$ cat src/rtl/cmo_pkg.sv
// shared constants and types of the cache maintenance operation unit
// assumes one core clock and an external cache array command port
package cmo_pkg;
	// cache select field, instruction bits 17:16
	localparam logic [1:0] SEL_I = 2'h0; // primary instruction
	localparam logic [1:0] SEL_D = 2'h1; // primary data or unified
	localparam logic [1:0] SEL_T = 2'h2; // tertiary
	localparam logic [1:0] SEL_S = 2'h3; // secondary
	localparam int SEL_LSB = 16; // select field position
	localparam int OP_LSB = 18; // operation field position, bits 20:18
	localparam int OFS_W = 16; // offset field width
	// operation codes
	localparam logic [2:0] OP_IDX_INV = 3'h0; // index (writeback) inval
	localparam logic [2:0] OP_LD_TAG = 3'h1; // index load tag
	localparam logic [2:0] OP_ST_TAG = 3'h2; // index store tag
	localparam logic [2:0] OP_IMPL = 3'h3; // implementation specific
	localparam logic [2:0] OP_HIT_INV = 3'h4; // hit invalidate
	localparam logic [2:0] OP_HIT_WBI = 3'h5; // fill or hit wb inval
	// presence masks, one bit per select code
	localparam logic [3:0] LEVELS_PRESENT = 4'hf; // caches built
	localparam logic [3:0] WB_LEVELS = 4'he; // write-back levels
	localparam logic IMPL_OP_EN = 1'h1; // code 3 supported
	localparam logic FILL_EN = 1'h1; // instruction fill supported
	localparam logic HIT_ST_EN = 1'h1; // outer hit invalidate built
	localparam logic MP_COHERENT = 1'h1; // coherent multiprocessor
	localparam logic HAS_DATA_REGS = 1'h1; // data holding regs built
	localparam logic [7:0] COHERENT_CCA = 8'h30; // coherent attr codes
	// reset values
	localparam logic [31:0] HOLD_RST = 32'h0; // holding registers
	localparam logic [3:0] MASK_RST = 4'h0; // level plan
	// holding register select for pipeline writes
	localparam logic [1:0] HSEL_TAG_LO = 2'h0;
	localparam logic [1:0] HSEL_TAG_HI = 2'h1;
	localparam logic [1:0] HSEL_DAT_LO = 2'h2;
	localparam logic [1:0] HSEL_DAT_HI = 2'h3;
	// commands to the cache arrays
	typedef enum logic [2:0] {
		CMD_PROBE_IDX = 3'h0, // read state at index
		CMD_PROBE_HIT = 3'h1, // look up address
		CMD_WRITEBACK = 3'h2, // write block back to memory
		CMD_INVAL = 3'h3, // set block invalid
		CMD_READ_TAG = 3'h4, // read tag and data
		CMD_WRITE_TAG = 3'h5, // write tag from holding regs
		CMD_FILL = 3'h6, // fill line from memory
		CMD_IMPL = 3'h7 // implementation specific
	} cmd_kind_e;
	// sequencer states
	typedef enum logic [2:0] {
		ST_IDLE = 3'h0,
		ST_ISSUE = 3'h1,
		ST_CMD = 3'h2,
		ST_RSP = 3'h3,
		ST_DONE = 3'h4
	} state_e;
	// step within one level
	typedef enum logic [1:0] {
		PH_PROBE = 2'h0,
		PH_WB = 2'h1,
		PH_ACT = 2'h2
	} phase_e;
endpackage

$ cat src/rtl/cmo_decode.sv
// instruction decode: effective address, select, op, level plan
// assumes instruction fields stable while op_valid is high
module cmo_decode (
	input wire logic [31:0] instr, // cache instruction word
	input wire logic [31:0] base_value, // base register contents
	input wire logic [2:0] coherency_attribute, // attr of the address
	output logic [31:0] ea, // effective address
	output logic [2:0] op, // operation code
	output logic [1:0] sel, // target cache
	output logic bcast, // broadcast to coherent caches
	output logic impl, // combination is implemented
	output logic [3:0] plan // levels to process
);
	// sign extend the offset field
	function automatic logic [31:0] sext16(input logic [15:0] v);
		sext16 = {{16{v[15]}}, v};
	endfunction

	logic hit_op; // address-type removal op
	logic [3:0] tgt; // target bit

	// field extraction and address adder
	always_comb
	begin
		ea = base_value + sext16(instr[cmo_pkg::OFS_W-1:0]); // RULE20
		op = instr[cmo_pkg::OP_LSB+2:cmo_pkg::OP_LSB]; // RULE2
		sel = instr[cmo_pkg::SEL_LSB+1:cmo_pkg::SEL_LSB]; // RULE1
		hit_op = (op == cmo_pkg::OP_HIT_INV) || (op == cmo_pkg::OP_HIT_WBI);
		tgt = 4'h1 << sel;
	end

	// implemented combinations, everything else is a nop
	always_comb
	begin
		impl = |(tgt & cmo_pkg::LEVELS_PRESENT); // RULE21
		case (op)
			cmo_pkg::OP_IDX_INV, cmo_pkg::OP_LD_TAG,
			cmo_pkg::OP_ST_TAG: ;
			cmo_pkg::OP_IMPL: impl = impl & cmo_pkg::IMPL_OP_EN;
			cmo_pkg::OP_HIT_INV:
				impl = impl & ((sel == cmo_pkg::SEL_I) ||
					(sel == cmo_pkg::SEL_D) || cmo_pkg::HIT_ST_EN);
			cmo_pkg::OP_HIT_WBI:
				impl = impl & ((sel != cmo_pkg::SEL_I) ||
					cmo_pkg::FILL_EN);
			default: impl = 1'h0; // codes 6, 7 are unimplemented, a nop
		endcase
	end

	// one broadcast decision for all levels
	always_comb
	begin
		bcast = cmo_pkg::MP_COHERENT & hit_op &
			(sel != cmo_pkg::SEL_I) &
			cmo_pkg::COHERENT_CCA[coherency_attribute]; // RULE6 RULE7
	end

	// inner levels first for hit ops on outer caches
	always_comb
	begin
		plan = tgt;
		if (hit_op && (sel == cmo_pkg::SEL_S))
			plan = 4'ha; // RULE3
		else if (hit_op && (sel == cmo_pkg::SEL_T))
			plan = 4'he; // RULE3
		plan = plan & cmo_pkg::LEVELS_PRESENT;
	end
endmodule

$ cat src/rtl/cmo_holding.sv
// tag and data holding registers of the coprocessor
// assumes pipeline writes and cache captures are single-cycle strobes
module cmo_holding (
	input wire logic clk_sys, // core clock
	input wire logic rst_n, // async reset, active low
	input wire logic sw_wr_en, // pipeline write strobe
	input wire logic [1:0] sw_wr_sel, // which holding register
	input wire logic [31:0] sw_wr_data, // write data
	input wire logic cap_en, // capture from tag read
	input wire logic [31:0] cap_tag_lo, // tag low from array
	input wire logic [31:0] cap_tag_hi, // tag high from array
	input wire logic [31:0] cap_dat_lo, // data low from array
	input wire logic [31:0] cap_dat_hi, // data high from array
	output logic [31:0] tag_low_holding_reg, // tag low
	output logic [31:0] tag_high_holding_reg, // tag high
	output logic [31:0] line_data_low_reg, // data low
	output logic [31:0] line_data_high_reg // data high
);
	// tag registers, capture wins over a write in the same cycle
	always_ff @(posedge clk_sys or negedge rst_n)
	begin
		if (!rst_n)
		begin
			tag_low_holding_reg <= cmo_pkg::HOLD_RST;
			tag_high_holding_reg <= cmo_pkg::HOLD_RST;
		end
		else if (cap_en)
		begin
			tag_low_holding_reg <= cap_tag_lo; // RULE11
			tag_high_holding_reg <= cap_tag_hi; // RULE11
		end
		else if (sw_wr_en)
		begin
			if (sw_wr_sel == cmo_pkg::HSEL_TAG_LO)
				tag_low_holding_reg <= sw_wr_data;
			if (sw_wr_sel == cmo_pkg::HSEL_TAG_HI)
				tag_high_holding_reg <= sw_wr_data;
		end
	end

	// data registers, only if built
	always_ff @(posedge clk_sys or negedge rst_n)
	begin
		if (!rst_n)
		begin
			line_data_low_reg <= cmo_pkg::HOLD_RST;
			line_data_high_reg <= cmo_pkg::HOLD_RST;
		end
		else if (cmo_pkg::HAS_DATA_REGS && cap_en)
		begin
			line_data_low_reg <= cap_dat_lo; // RULE11 RULE12
			line_data_high_reg <= cap_dat_hi; // RULE11 RULE12
		end
		else if (cmo_pkg::HAS_DATA_REGS && sw_wr_en)
		begin
			if (sw_wr_sel == cmo_pkg::HSEL_DAT_LO)
				line_data_low_reg <= sw_wr_data;
			if (sw_wr_sel == cmo_pkg::HSEL_DAT_HI)
				line_data_high_reg <= sw_wr_data;
		end
	end
endmodule

$ cat src/rtl/cmo_unit.sv
// cache maintenance operation unit: sequences commands to cache levels
// assumes the cache arrays answer each taken command with one rsp_valid
//
// Functional notes
// (RULE1) decode cache select field into target cache
// (RULE2) operation code from bits 20..18, 3 optional
// (RULE3) hit ops on outer caches process inner first
// (RULE4) without ordering, software flushes inner first
// (RULE5) software syncs after writebacks before relying
// (RULE6) coherent attribute broadcasts hit ops, else not; hit ops on the instruction cache are never broadcast
// (RULE7) all affected levels share one broadcast choice
// (RULE8) index invalidate marks instruction block invalid
// (RULE9) index op writes back dirty, then invalidates
// (RULE10) write-through index op only invalidates
// (RULE11) load tag copies tag and data to holding
// (RULE12) data read is aligned, low bits ignored
// (RULE13) load tag never reports cache error
// (RULE14) store tag writes tag from holding registers
// (RULE15) store tag never reports cache error
// (RULE16) software loads holding regs before tag init
// (RULE17) hit invalidate clears block holding the address
// (RULE18) fill instruction cache line from address
// (RULE19) hit wb-invalidate writes dirty back, then invalidates
// (RULE20) effective address is base plus sign-extended offset
// (RULE21) unimplemented combination performs no operation
module cmo_unit (
	input wire logic clk_sys, // core clock, 200 MHz
	input wire logic rst_n, // async reset, active low
	input wire logic op_valid, // cache instruction request
	input wire logic [31:0] instr, // instruction word
	input wire logic [31:0] base_value, // base register contents
	input wire logic [2:0] coherency_attribute, // attr of the address
	output logic op_ready, // unit idle, can take request
	output logic op_done, // operation finished pulse
	output logic op_error, // cache error with op_done
	input wire logic hold_wr_en, // pipeline write to holding reg
	input wire logic [1:0] hold_wr_sel, // holding register select
	input wire logic [31:0] hold_wr_data, // holding write data
	output logic [31:0] tag_low_holding_reg, // tag low holding
	output logic [31:0] tag_high_holding_reg, // tag high holding
	output logic [31:0] line_data_low_reg, // data low holding
	output logic [31:0] line_data_high_reg, // data high holding
	output logic cmd_valid, // command to cache arrays
	input wire logic cmd_ready, // arrays take command
	output logic [2:0] cmd_kind, // command kind
	output logic [1:0] cmd_level, // target cache level
	output logic [31:0] cmd_addr, // index or address
	output logic cmd_broadcast, // globalised operation
	input wire logic rsp_valid, // command finished pulse
	input wire logic rsp_hit, // probe: address present
	input wire logic rsp_line_valid, // probe: block valid
	input wire logic rsp_dirty, // probe: block dirty
	input wire logic rsp_err, // array or bus error
	input wire logic [31:0] rsp_tag_lo, // tag read low
	input wire logic [31:0] rsp_tag_hi, // tag read high
	input wire logic [31:0] rsp_dat_lo, // data read low
	input wire logic [31:0] rsp_dat_hi // data read high
);
	// pick next level in inner-to-outer order
	function automatic logic [1:0] first_level(input logic [3:0] m);
		if (m[cmo_pkg::SEL_I])
			first_level = cmo_pkg::SEL_I;
		else if (m[cmo_pkg::SEL_D])
			first_level = cmo_pkg::SEL_D;
		else if (m[cmo_pkg::SEL_S])
			first_level = cmo_pkg::SEL_S;
		else
			first_level = cmo_pkg::SEL_T;
	endfunction

	// first step for an op on a level
	function automatic cmo_pkg::phase_e first_phase(input logic [2:0] o,
		input logic [1:0] l);
		first_phase = cmo_pkg::PH_ACT;
		if (o == cmo_pkg::OP_IDX_INV && cmo_pkg::WB_LEVELS[l])
			first_phase = cmo_pkg::PH_PROBE; // RULE9
		if (o == cmo_pkg::OP_HIT_INV)
			first_phase = cmo_pkg::PH_PROBE; // RULE17
		if (o == cmo_pkg::OP_HIT_WBI && l != cmo_pkg::SEL_I)
			first_phase = cmo_pkg::PH_PROBE; // RULE19
	endfunction

	// final action command for an op on a level
	function automatic cmo_pkg::cmd_kind_e act_kind(input logic [2:0] o,
		input logic [1:0] l);
		case (o)
			cmo_pkg::OP_LD_TAG: act_kind = cmo_pkg::CMD_READ_TAG; // RULE11
			cmo_pkg::OP_ST_TAG: act_kind = cmo_pkg::CMD_WRITE_TAG; // RULE14
			cmo_pkg::OP_IMPL: act_kind = cmo_pkg::CMD_IMPL; // RULE2
			cmo_pkg::OP_HIT_WBI:
				act_kind = (l == cmo_pkg::SEL_I) ? cmo_pkg::CMD_FILL :
					cmo_pkg::CMD_INVAL; // RULE18
			default: act_kind = cmo_pkg::CMD_INVAL; // RULE8 RULE10
		endcase
	endfunction

	logic [31:0] dec_ea; // decoded effective address
	logic [2:0] dec_op; // decoded op
	logic [1:0] dec_sel; // decoded target
	logic dec_bcast; // decoded broadcast
	logic dec_impl; // decoded implemented
	logic [3:0] dec_plan; // decoded level plan
	cmo_pkg::state_e state_reg; // sequencer state
	cmo_pkg::phase_e phase_reg; // step within level
	logic [2:0] op_reg; // latched op
	logic [31:0] ea_reg; // latched effective address
	logic bcast_reg; // latched broadcast
	logic [3:0] mask_reg; // levels still to process
	logic [1:0] lvl_reg; // level in progress
	logic err_reg; // error seen during op
	logic cap_en; // tag read capture strobe
	logic tag_op; // op never reports errors
	logic cmd_take; // command handshake
	cmo_pkg::cmd_kind_e kind_now; // kind for this step
	logic [3:0] mask_left; // plan minus finished level

	// field decode and address adder
	cmo_decode u_decode (
		.instr(instr),
		.base_value(base_value),
		.coherency_attribute(coherency_attribute),
		.ea(dec_ea),
		.op(dec_op),
		.sel(dec_sel),
		.bcast(dec_bcast),
		.impl(dec_impl),
		.plan(dec_plan)
	);

	// tag and data holding registers
	cmo_holding u_holding (
		.clk_sys(clk_sys),
		.rst_n(rst_n),
		.sw_wr_en(hold_wr_en),
		.sw_wr_sel(hold_wr_sel),
		.sw_wr_data(hold_wr_data),
		.cap_en(cap_en),
		.cap_tag_lo(rsp_tag_lo),
		.cap_tag_hi(rsp_tag_hi),
		.cap_dat_lo(rsp_dat_lo),
		.cap_dat_hi(rsp_dat_hi),
		.tag_low_holding_reg(tag_low_holding_reg),
		.tag_high_holding_reg(tag_high_holding_reg),
		.line_data_low_reg(line_data_low_reg),
		.line_data_high_reg(line_data_high_reg)
	);

	// step decode helpers
	always_comb
	begin
		tag_op = (op_reg == cmo_pkg::OP_LD_TAG) ||
			(op_reg == cmo_pkg::OP_ST_TAG);
		cmd_take = cmd_valid && cmd_ready;
		mask_left = mask_reg & ~(4'h1 << lvl_reg);
		cap_en = (state_reg == cmo_pkg::ST_RSP) && rsp_valid &&
			(op_reg == cmo_pkg::OP_LD_TAG); // RULE11
		case (phase_reg)
			cmo_pkg::PH_PROBE:
				kind_now = (op_reg == cmo_pkg::OP_IDX_INV) ?
					cmo_pkg::CMD_PROBE_IDX : cmo_pkg::CMD_PROBE_HIT;
			cmo_pkg::PH_WB: kind_now = cmo_pkg::CMD_WRITEBACK;
			default: kind_now = act_kind(op_reg, lvl_reg);
		endcase
	end

	// sequencer, phase and level walk
	always_ff @(posedge clk_sys or negedge rst_n)
	begin
		if (!rst_n)
		begin
			state_reg <= cmo_pkg::ST_IDLE;
			phase_reg <= cmo_pkg::PH_ACT;
			mask_reg <= cmo_pkg::MASK_RST;
			lvl_reg <= cmo_pkg::SEL_I;
		end
		else
		begin
			case (state_reg)
				cmo_pkg::ST_IDLE:
					if (op_valid)
					begin
						mask_reg <= dec_plan;
						lvl_reg <= first_level(dec_plan); // RULE3
						phase_reg <= first_phase(dec_op,
							first_level(dec_plan));
						state_reg <= dec_impl ? cmo_pkg::ST_ISSUE :
							cmo_pkg::ST_DONE; // RULE21
					end
				cmo_pkg::ST_ISSUE: state_reg <= cmo_pkg::ST_CMD;
				cmo_pkg::ST_CMD:
					if (cmd_take)
						state_reg <= cmo_pkg::ST_RSP;
				cmo_pkg::ST_RSP:
					if (rsp_valid)
					begin
						state_reg <= cmo_pkg::ST_ISSUE;
						if (phase_reg == cmo_pkg::PH_PROBE &&
							rsp_line_valid && rsp_dirty &&
							cmo_pkg::WB_LEVELS[lvl_reg] &&
							(op_reg == cmo_pkg::OP_IDX_INV ||
							op_reg == cmo_pkg::OP_HIT_WBI && rsp_hit))
							phase_reg <= cmo_pkg::PH_WB; // RULE9 RULE19
						else if (phase_reg == cmo_pkg::PH_WB ||
							(phase_reg == cmo_pkg::PH_PROBE &&
							(op_reg == cmo_pkg::OP_IDX_INV ||
							rsp_hit)))
							phase_reg <= cmo_pkg::PH_ACT; // RULE17
						else if (mask_left != 4'h0)
						begin
							mask_reg <= mask_left; // RULE3
							lvl_reg <= first_level(mask_left);
							phase_reg <= first_phase(op_reg,
								first_level(mask_left));
						end
						else
						begin
							mask_reg <= mask_left;
							state_reg <= cmo_pkg::ST_DONE;
						end
					end
				cmo_pkg::ST_DONE: state_reg <= cmo_pkg::ST_IDLE;
				default: state_reg <= cmo_pkg::ST_IDLE;
			endcase
		end
	end

	// request latch taken in idle
	always_ff @(posedge clk_sys or negedge rst_n)
	begin
		if (!rst_n)
		begin
			op_reg <= 3'h0;
			ea_reg <= 32'h0;
			bcast_reg <= 1'h0;
		end
		else if (state_reg == cmo_pkg::ST_IDLE && op_valid)
		begin
			op_reg <= dec_op; // RULE2
			ea_reg <= dec_ea; // RULE20
			bcast_reg <= dec_bcast; // RULE6 RULE7
		end
	end

	// command outputs, held until taken
	always_ff @(posedge clk_sys or negedge rst_n)
	begin
		if (!rst_n)
		begin
			cmd_valid <= 1'h0;
			cmd_kind <= 3'h0;
			cmd_level <= 2'h0;
			cmd_addr <= 32'h0;
			cmd_broadcast <= 1'h0;
		end
		else if (state_reg == cmo_pkg::ST_ISSUE)
		begin
			cmd_valid <= 1'h1;
			cmd_kind <= kind_now;
			cmd_level <= lvl_reg;
			cmd_addr <= ea_reg;
			cmd_broadcast <= bcast_reg; // RULE7
		end
		else if (cmd_take)
			cmd_valid <= 1'h0;
	end

	// error collection, tag ops never report
	always_ff @(posedge clk_sys or negedge rst_n)
	begin
		if (!rst_n)
			err_reg <= 1'h0;
		else if (state_reg == cmo_pkg::ST_IDLE)
			err_reg <= 1'h0;
		else if (state_reg == cmo_pkg::ST_RSP && rsp_valid && rsp_err &&
			!tag_op)
			err_reg <= 1'h1; // RULE13 RULE15
	end

	// requester handshake outputs
	always_ff @(posedge clk_sys or negedge rst_n)
	begin
		if (!rst_n)
		begin
			op_ready <= 1'h0;
			op_done <= 1'h0;
			op_error <= 1'h0;
		end
		else
		begin
			op_ready <= (state_reg == cmo_pkg::ST_IDLE) ? !op_valid :
				(state_reg == cmo_pkg::ST_DONE);
			op_done <= (state_reg == cmo_pkg::ST_DONE);
			op_error <= (state_reg == cmo_pkg::ST_DONE) && err_reg &&
				!tag_op; // RULE13 RULE15
		end
	end

	logic wb_seen; // last command taken was a writeback
	logic d_done; // primary data level answered a command this op
	always_ff @(posedge clk_sys or negedge rst_n)
	begin
		if (!rst_n)
		begin
			wb_seen <= 1'h0;
			d_done <= 1'h0;
		end
		else
		begin
			if (state_reg == cmo_pkg::ST_IDLE)
				d_done <= 1'h0;
			else if (rsp_valid && lvl_reg == cmo_pkg::SEL_D)
				d_done <= 1'h1;
			if (cmd_take)
				wb_seen <= (cmd_kind == cmo_pkg::CMD_WRITEBACK);
		end
	end
endmodule

$ cat config.mk
export PLATFORM = sky130hd
export DESIGN_NAME = cmo_unit
export DESIGN_NICKNAME = d
export VERILOG_FILES = /design/src/rtl/cmo_pkg.sv /design/src/rtl/cmo_decode.sv /design/src/rtl/cmo_holding.sv /design/src/rtl/cmo_unit.sv
export SDC_FILE = /design/constraint.sdc
export NUM_CORES = 1
export LEC_CHECK = 0
export CAP_MARGIN = 20
export CORE_AREA = 2 2 157 159
export DETAILED_ROUTE_END_ITERATION = 10
export DIE_AREA = 0 0 159 161
export DONT_BUFFER_PORTS = 1
export PLACE_DENSITY = 0.64
export REMOVE_ABC_BUFFERS = 1
export SYNTH_ARGS = -nofsm -noshare
export SYNTH_HDL_FRONTEND = slang
export SYNTH_SLANG_ARGS = --single-unit
$ cat constraint.sdc
create_clock -name clk_sys -period 2.2 [get_ports clk_sys]
set_input_delay 0.66 -clock clk_sys [delete_from_list [all_inputs] [get_ports clk_sys]]
set_output_delay 0.66 -clock clk_sys [all_outputs]
set_load 0.01 [all_outputs]
==> impl_metrics.yaml <==
run_status:
  status: "complete, but fails checks"
  violations: "negative hold slack, negative setup slack"
timing:
  holdWs_ns: -0.153
  finalCritPeriodShare_pct: 109
  slew_violations: 0
  finalCriticalPeriod_ns: 2.39
  clock_skew_ns: 0.0158
  max_freq_ghz: 0.419
  hold_violations: 214
  worst_pin_slew_ns: 0.654
  setup_ws_ns: -0.188
  setup_tns_ns: -1.09
  relSlewSlack_pct: 56.4
  rsz0062_at_grt: "true"
  finalSetupViolCount: 12
critical_path:
  required_ns: 2.61
  cp-end-kind: "flip-flop"
  critPathKind: "in -> reg"
  cp_cell_sequence: "ha_4 > fa_2 > a21o_1 > a311oi_4 > nor2_2 > a21oi_2 > o211ai_1 > o211a_1 > a32o_2 > o311ai_2"
  worstSetupStartpointType: "input pin"
  worstPathArrival_ns: 2.80
  cp_slowest_cell: "fa_2"
  crit_fanout: 2
  r2r_slack_ns: 0.21
  crit_path_max_incr_delay_ns: 0.34
  crit_buf_inv: 0
  critPathTopFamily: "compound AO/OA/AOI/OAI gates"
global_route:
  grt_max_degree: 219
  grt.total_usage_pct: 23.7
  grt_pass1_wl_mm: 48.9
  grt_overflow: 0
  antenna_found_initial: 1
  first_global_vias: 8681
clock_tree:
  numCtsBuffers: 25
  clock_latency_ns: 0.52
  cts_root_buffer: "clkbuf_16"
  htree_levels: 1
  clockBufferDepth: 3
  cts_tree: "built"
  clkSinkCount: 218
  path_clk_slew_ns: 0.06
synth:
  synth_area_leaders: "dfrtp_1 48%, mux2i_1 12%, o21ai_0 8.0%"
  synth_top_area_share_pct: 48.4
  avgSynthCellArea_sq_um: 10.0
  ys_types: 73
  synth-edff-count: 0
  synth-async-reset-ratio_pct: 100
  synthTopCellsByCount: "217 x dfrtp_1, 207 x nand2_1, 179 x o21ai_0, 131 x mux2i_1, 48 x clkbuf_1"
  yosysSeqAreaShare_pct: 48.6
  yosysTopAreaCell: "dfrtp_1"
  synth_cells: 1120
  syn_area_sq_um: 11200
  yosysMostFrequentCell: "dfrtp_1"
  yosysWarnings: 0
  ys_ff_latch: 218
  yosys_most_used_dff: "dfrtp_1"
layout:
  drive_gt1_share_pct: 20.0
  ff_latch_area_sq_um: 5460
  multi_input_area_sq_um: 5630
  nNetsFinal: 1466
  final_area_sq_um: 13400
  syn2layout_area_growth_pct: 19.0
  fillers: 2128
  fin_cells: 1537
  finalCoreUtilization_pct: 55.7
power_and_ir_drop:
  p_sw_share_pct: 36.8
  ir_drop_uv: 637
  clockPowerShare_pct: 24.5
  power_density_nw_per_um2: 1240
  pwr-share-seq_pct: 50.4
  p_leak_nw: 6.25
  p_comb_share_pct: 25.1
  internal_power_w: 0.0104
  p_sw_w: 0.00608
placement:
  gp_congestion: 0.902
  dp_hpwl_mm: 22.9
  portBuffers: 0
  dpl.cell_count: 1486
  dpl_cell_area_sq_um: 12300
  dp_slack_ns: -0.922
floorplan:
  core_area_sq_um: 24000
  num_rows: 57
  die_width_microns: 159
  die_y_microns: 161
  die-area_sq_um: 25600
  start_util_pct: 46.8
  ioPinCount: 409
job:
  maxCapViolCount: 0
detailed_routing:
  vias: 8640
  drt_iter0_drc: 667
  wire_per_inst_microns: 20.4
  route.detailed.drc: 0
  wirelength_mm: 31.4
  vias_per_cell: 5.62
  first_pass_iters: 5
  postRouteAntennaNets: 0
min_path:
  hold_class: "in -> async"
-- worst paths after layout --
path,to,cells after the start,start
max in group asynchronous,ea_reg[4],0,rst_n
min in group clk_sys,op_ready,1,op_valid
hold / removal,cmd_level[1],0,rst_n
setup / recovery,ea_reg[30],10,instr[0]
setup reg to reg,phase_reg[1],7,lvl_reg[0]
hold reg to reg,ea_reg[2],2,ea_reg[2]
-- kinds of logic after synthesis --
kind of cell / Yosys count / synth area share, %
AOI/OAI and AO/OA: 303 / 16.0
and+or+nand+nor: 287 / 11.1
DFF: 218 / 48.6
muxes: 165 / 15.1
buffers and inverters: 86 / 3.23
adders and majority gates: 34 / 3.81
xor gates and xnor gates: 27 / 2.11
-- worst reg2reg max path: stages (launching register included) --
cell	delay [ns]
dfrtp_1	0.46
inv_1	0.18
nand2_1	0.21
o41ai_1	0.42
nand2_1	0.13
a21oi_1	0.16
nor2_1	0.08
mux2_2	0.27
-- through the flow --
stage | hold slack [ns] | total power [W]
finish | -0.153 | 0.0165
global route | -0.180 | 0.0176
CTS | -0.175 | 0.0166
detailed placement | 0.369 | 0.0124
global placement | 0.372 | 0.0122
floorplan | 0.364 | 0.0108
-- placed cells by master (no fill, tap or decap), types with 23 or more instances in the layout --
master / netlist / final
clkbuf_16: 0 / 25
ha_1: 31 / 23
o21ai_0: 179 / 170
a21oi_1: 38 / 34
dfrtp_1: 217 / 216
nand2_1: 207 / 206
mux2i_1: 131 / 131
mux2_2: 34 / 34
buf_4: 4 / 103
-- layout make-up --
class,count,area share (%)
diodes,1,0.0187
well taps,324,3.03
multi-input cells,816,42.2
inverters,19,0.534
clock inverters,5,0.234
clock buffers,39,5.83
flip-flops and latches,218,40.9
repair buffers,115,7.32
-- what timing repair did --
item / 4_1_cts / 5_1_grt
gates resized for setup: 26 / 19
pin swaps: 32 / 23
gates cloned: 0 / 0
hold endpoints to repair: 217 / 217
setup buffers: 5 / 4
endpoints found under the setup margin: 16 / 19
-- power by group through the flow --
| stage | sequential, W | combinational (W) | clock, W |
|---|---|---|---|
| 2_1_floorplan | 0.00774 | 0.00307 | 0 |
| 3_3_place_gp | 0.00834 | 0.00389 | 0 |
| 3_5_place_dp | 0.00838 | 0.00405 | 0 |
| 4_1_cts | 0.00834 | 0.00412 | 0.00416 |
| 5_1_grt | 0.00853 | 0.00474 | 0.00431 |
| 6_report | 0.00832 | 0.00415 | 0.00405 |
-- routing by layer --
layer	vias to the layer above	wire length [microns]	part of all wire, %	GRT usage, %
met5	-	0	0	0
met4	0	960	3.1	7.44
met3	57	2670	8.5	7.40
met2	309	15300	49	40.0
met1	4154	12500	40	29.3
li1	4120	-	-	-
Power figures use the tool's default switching activity.
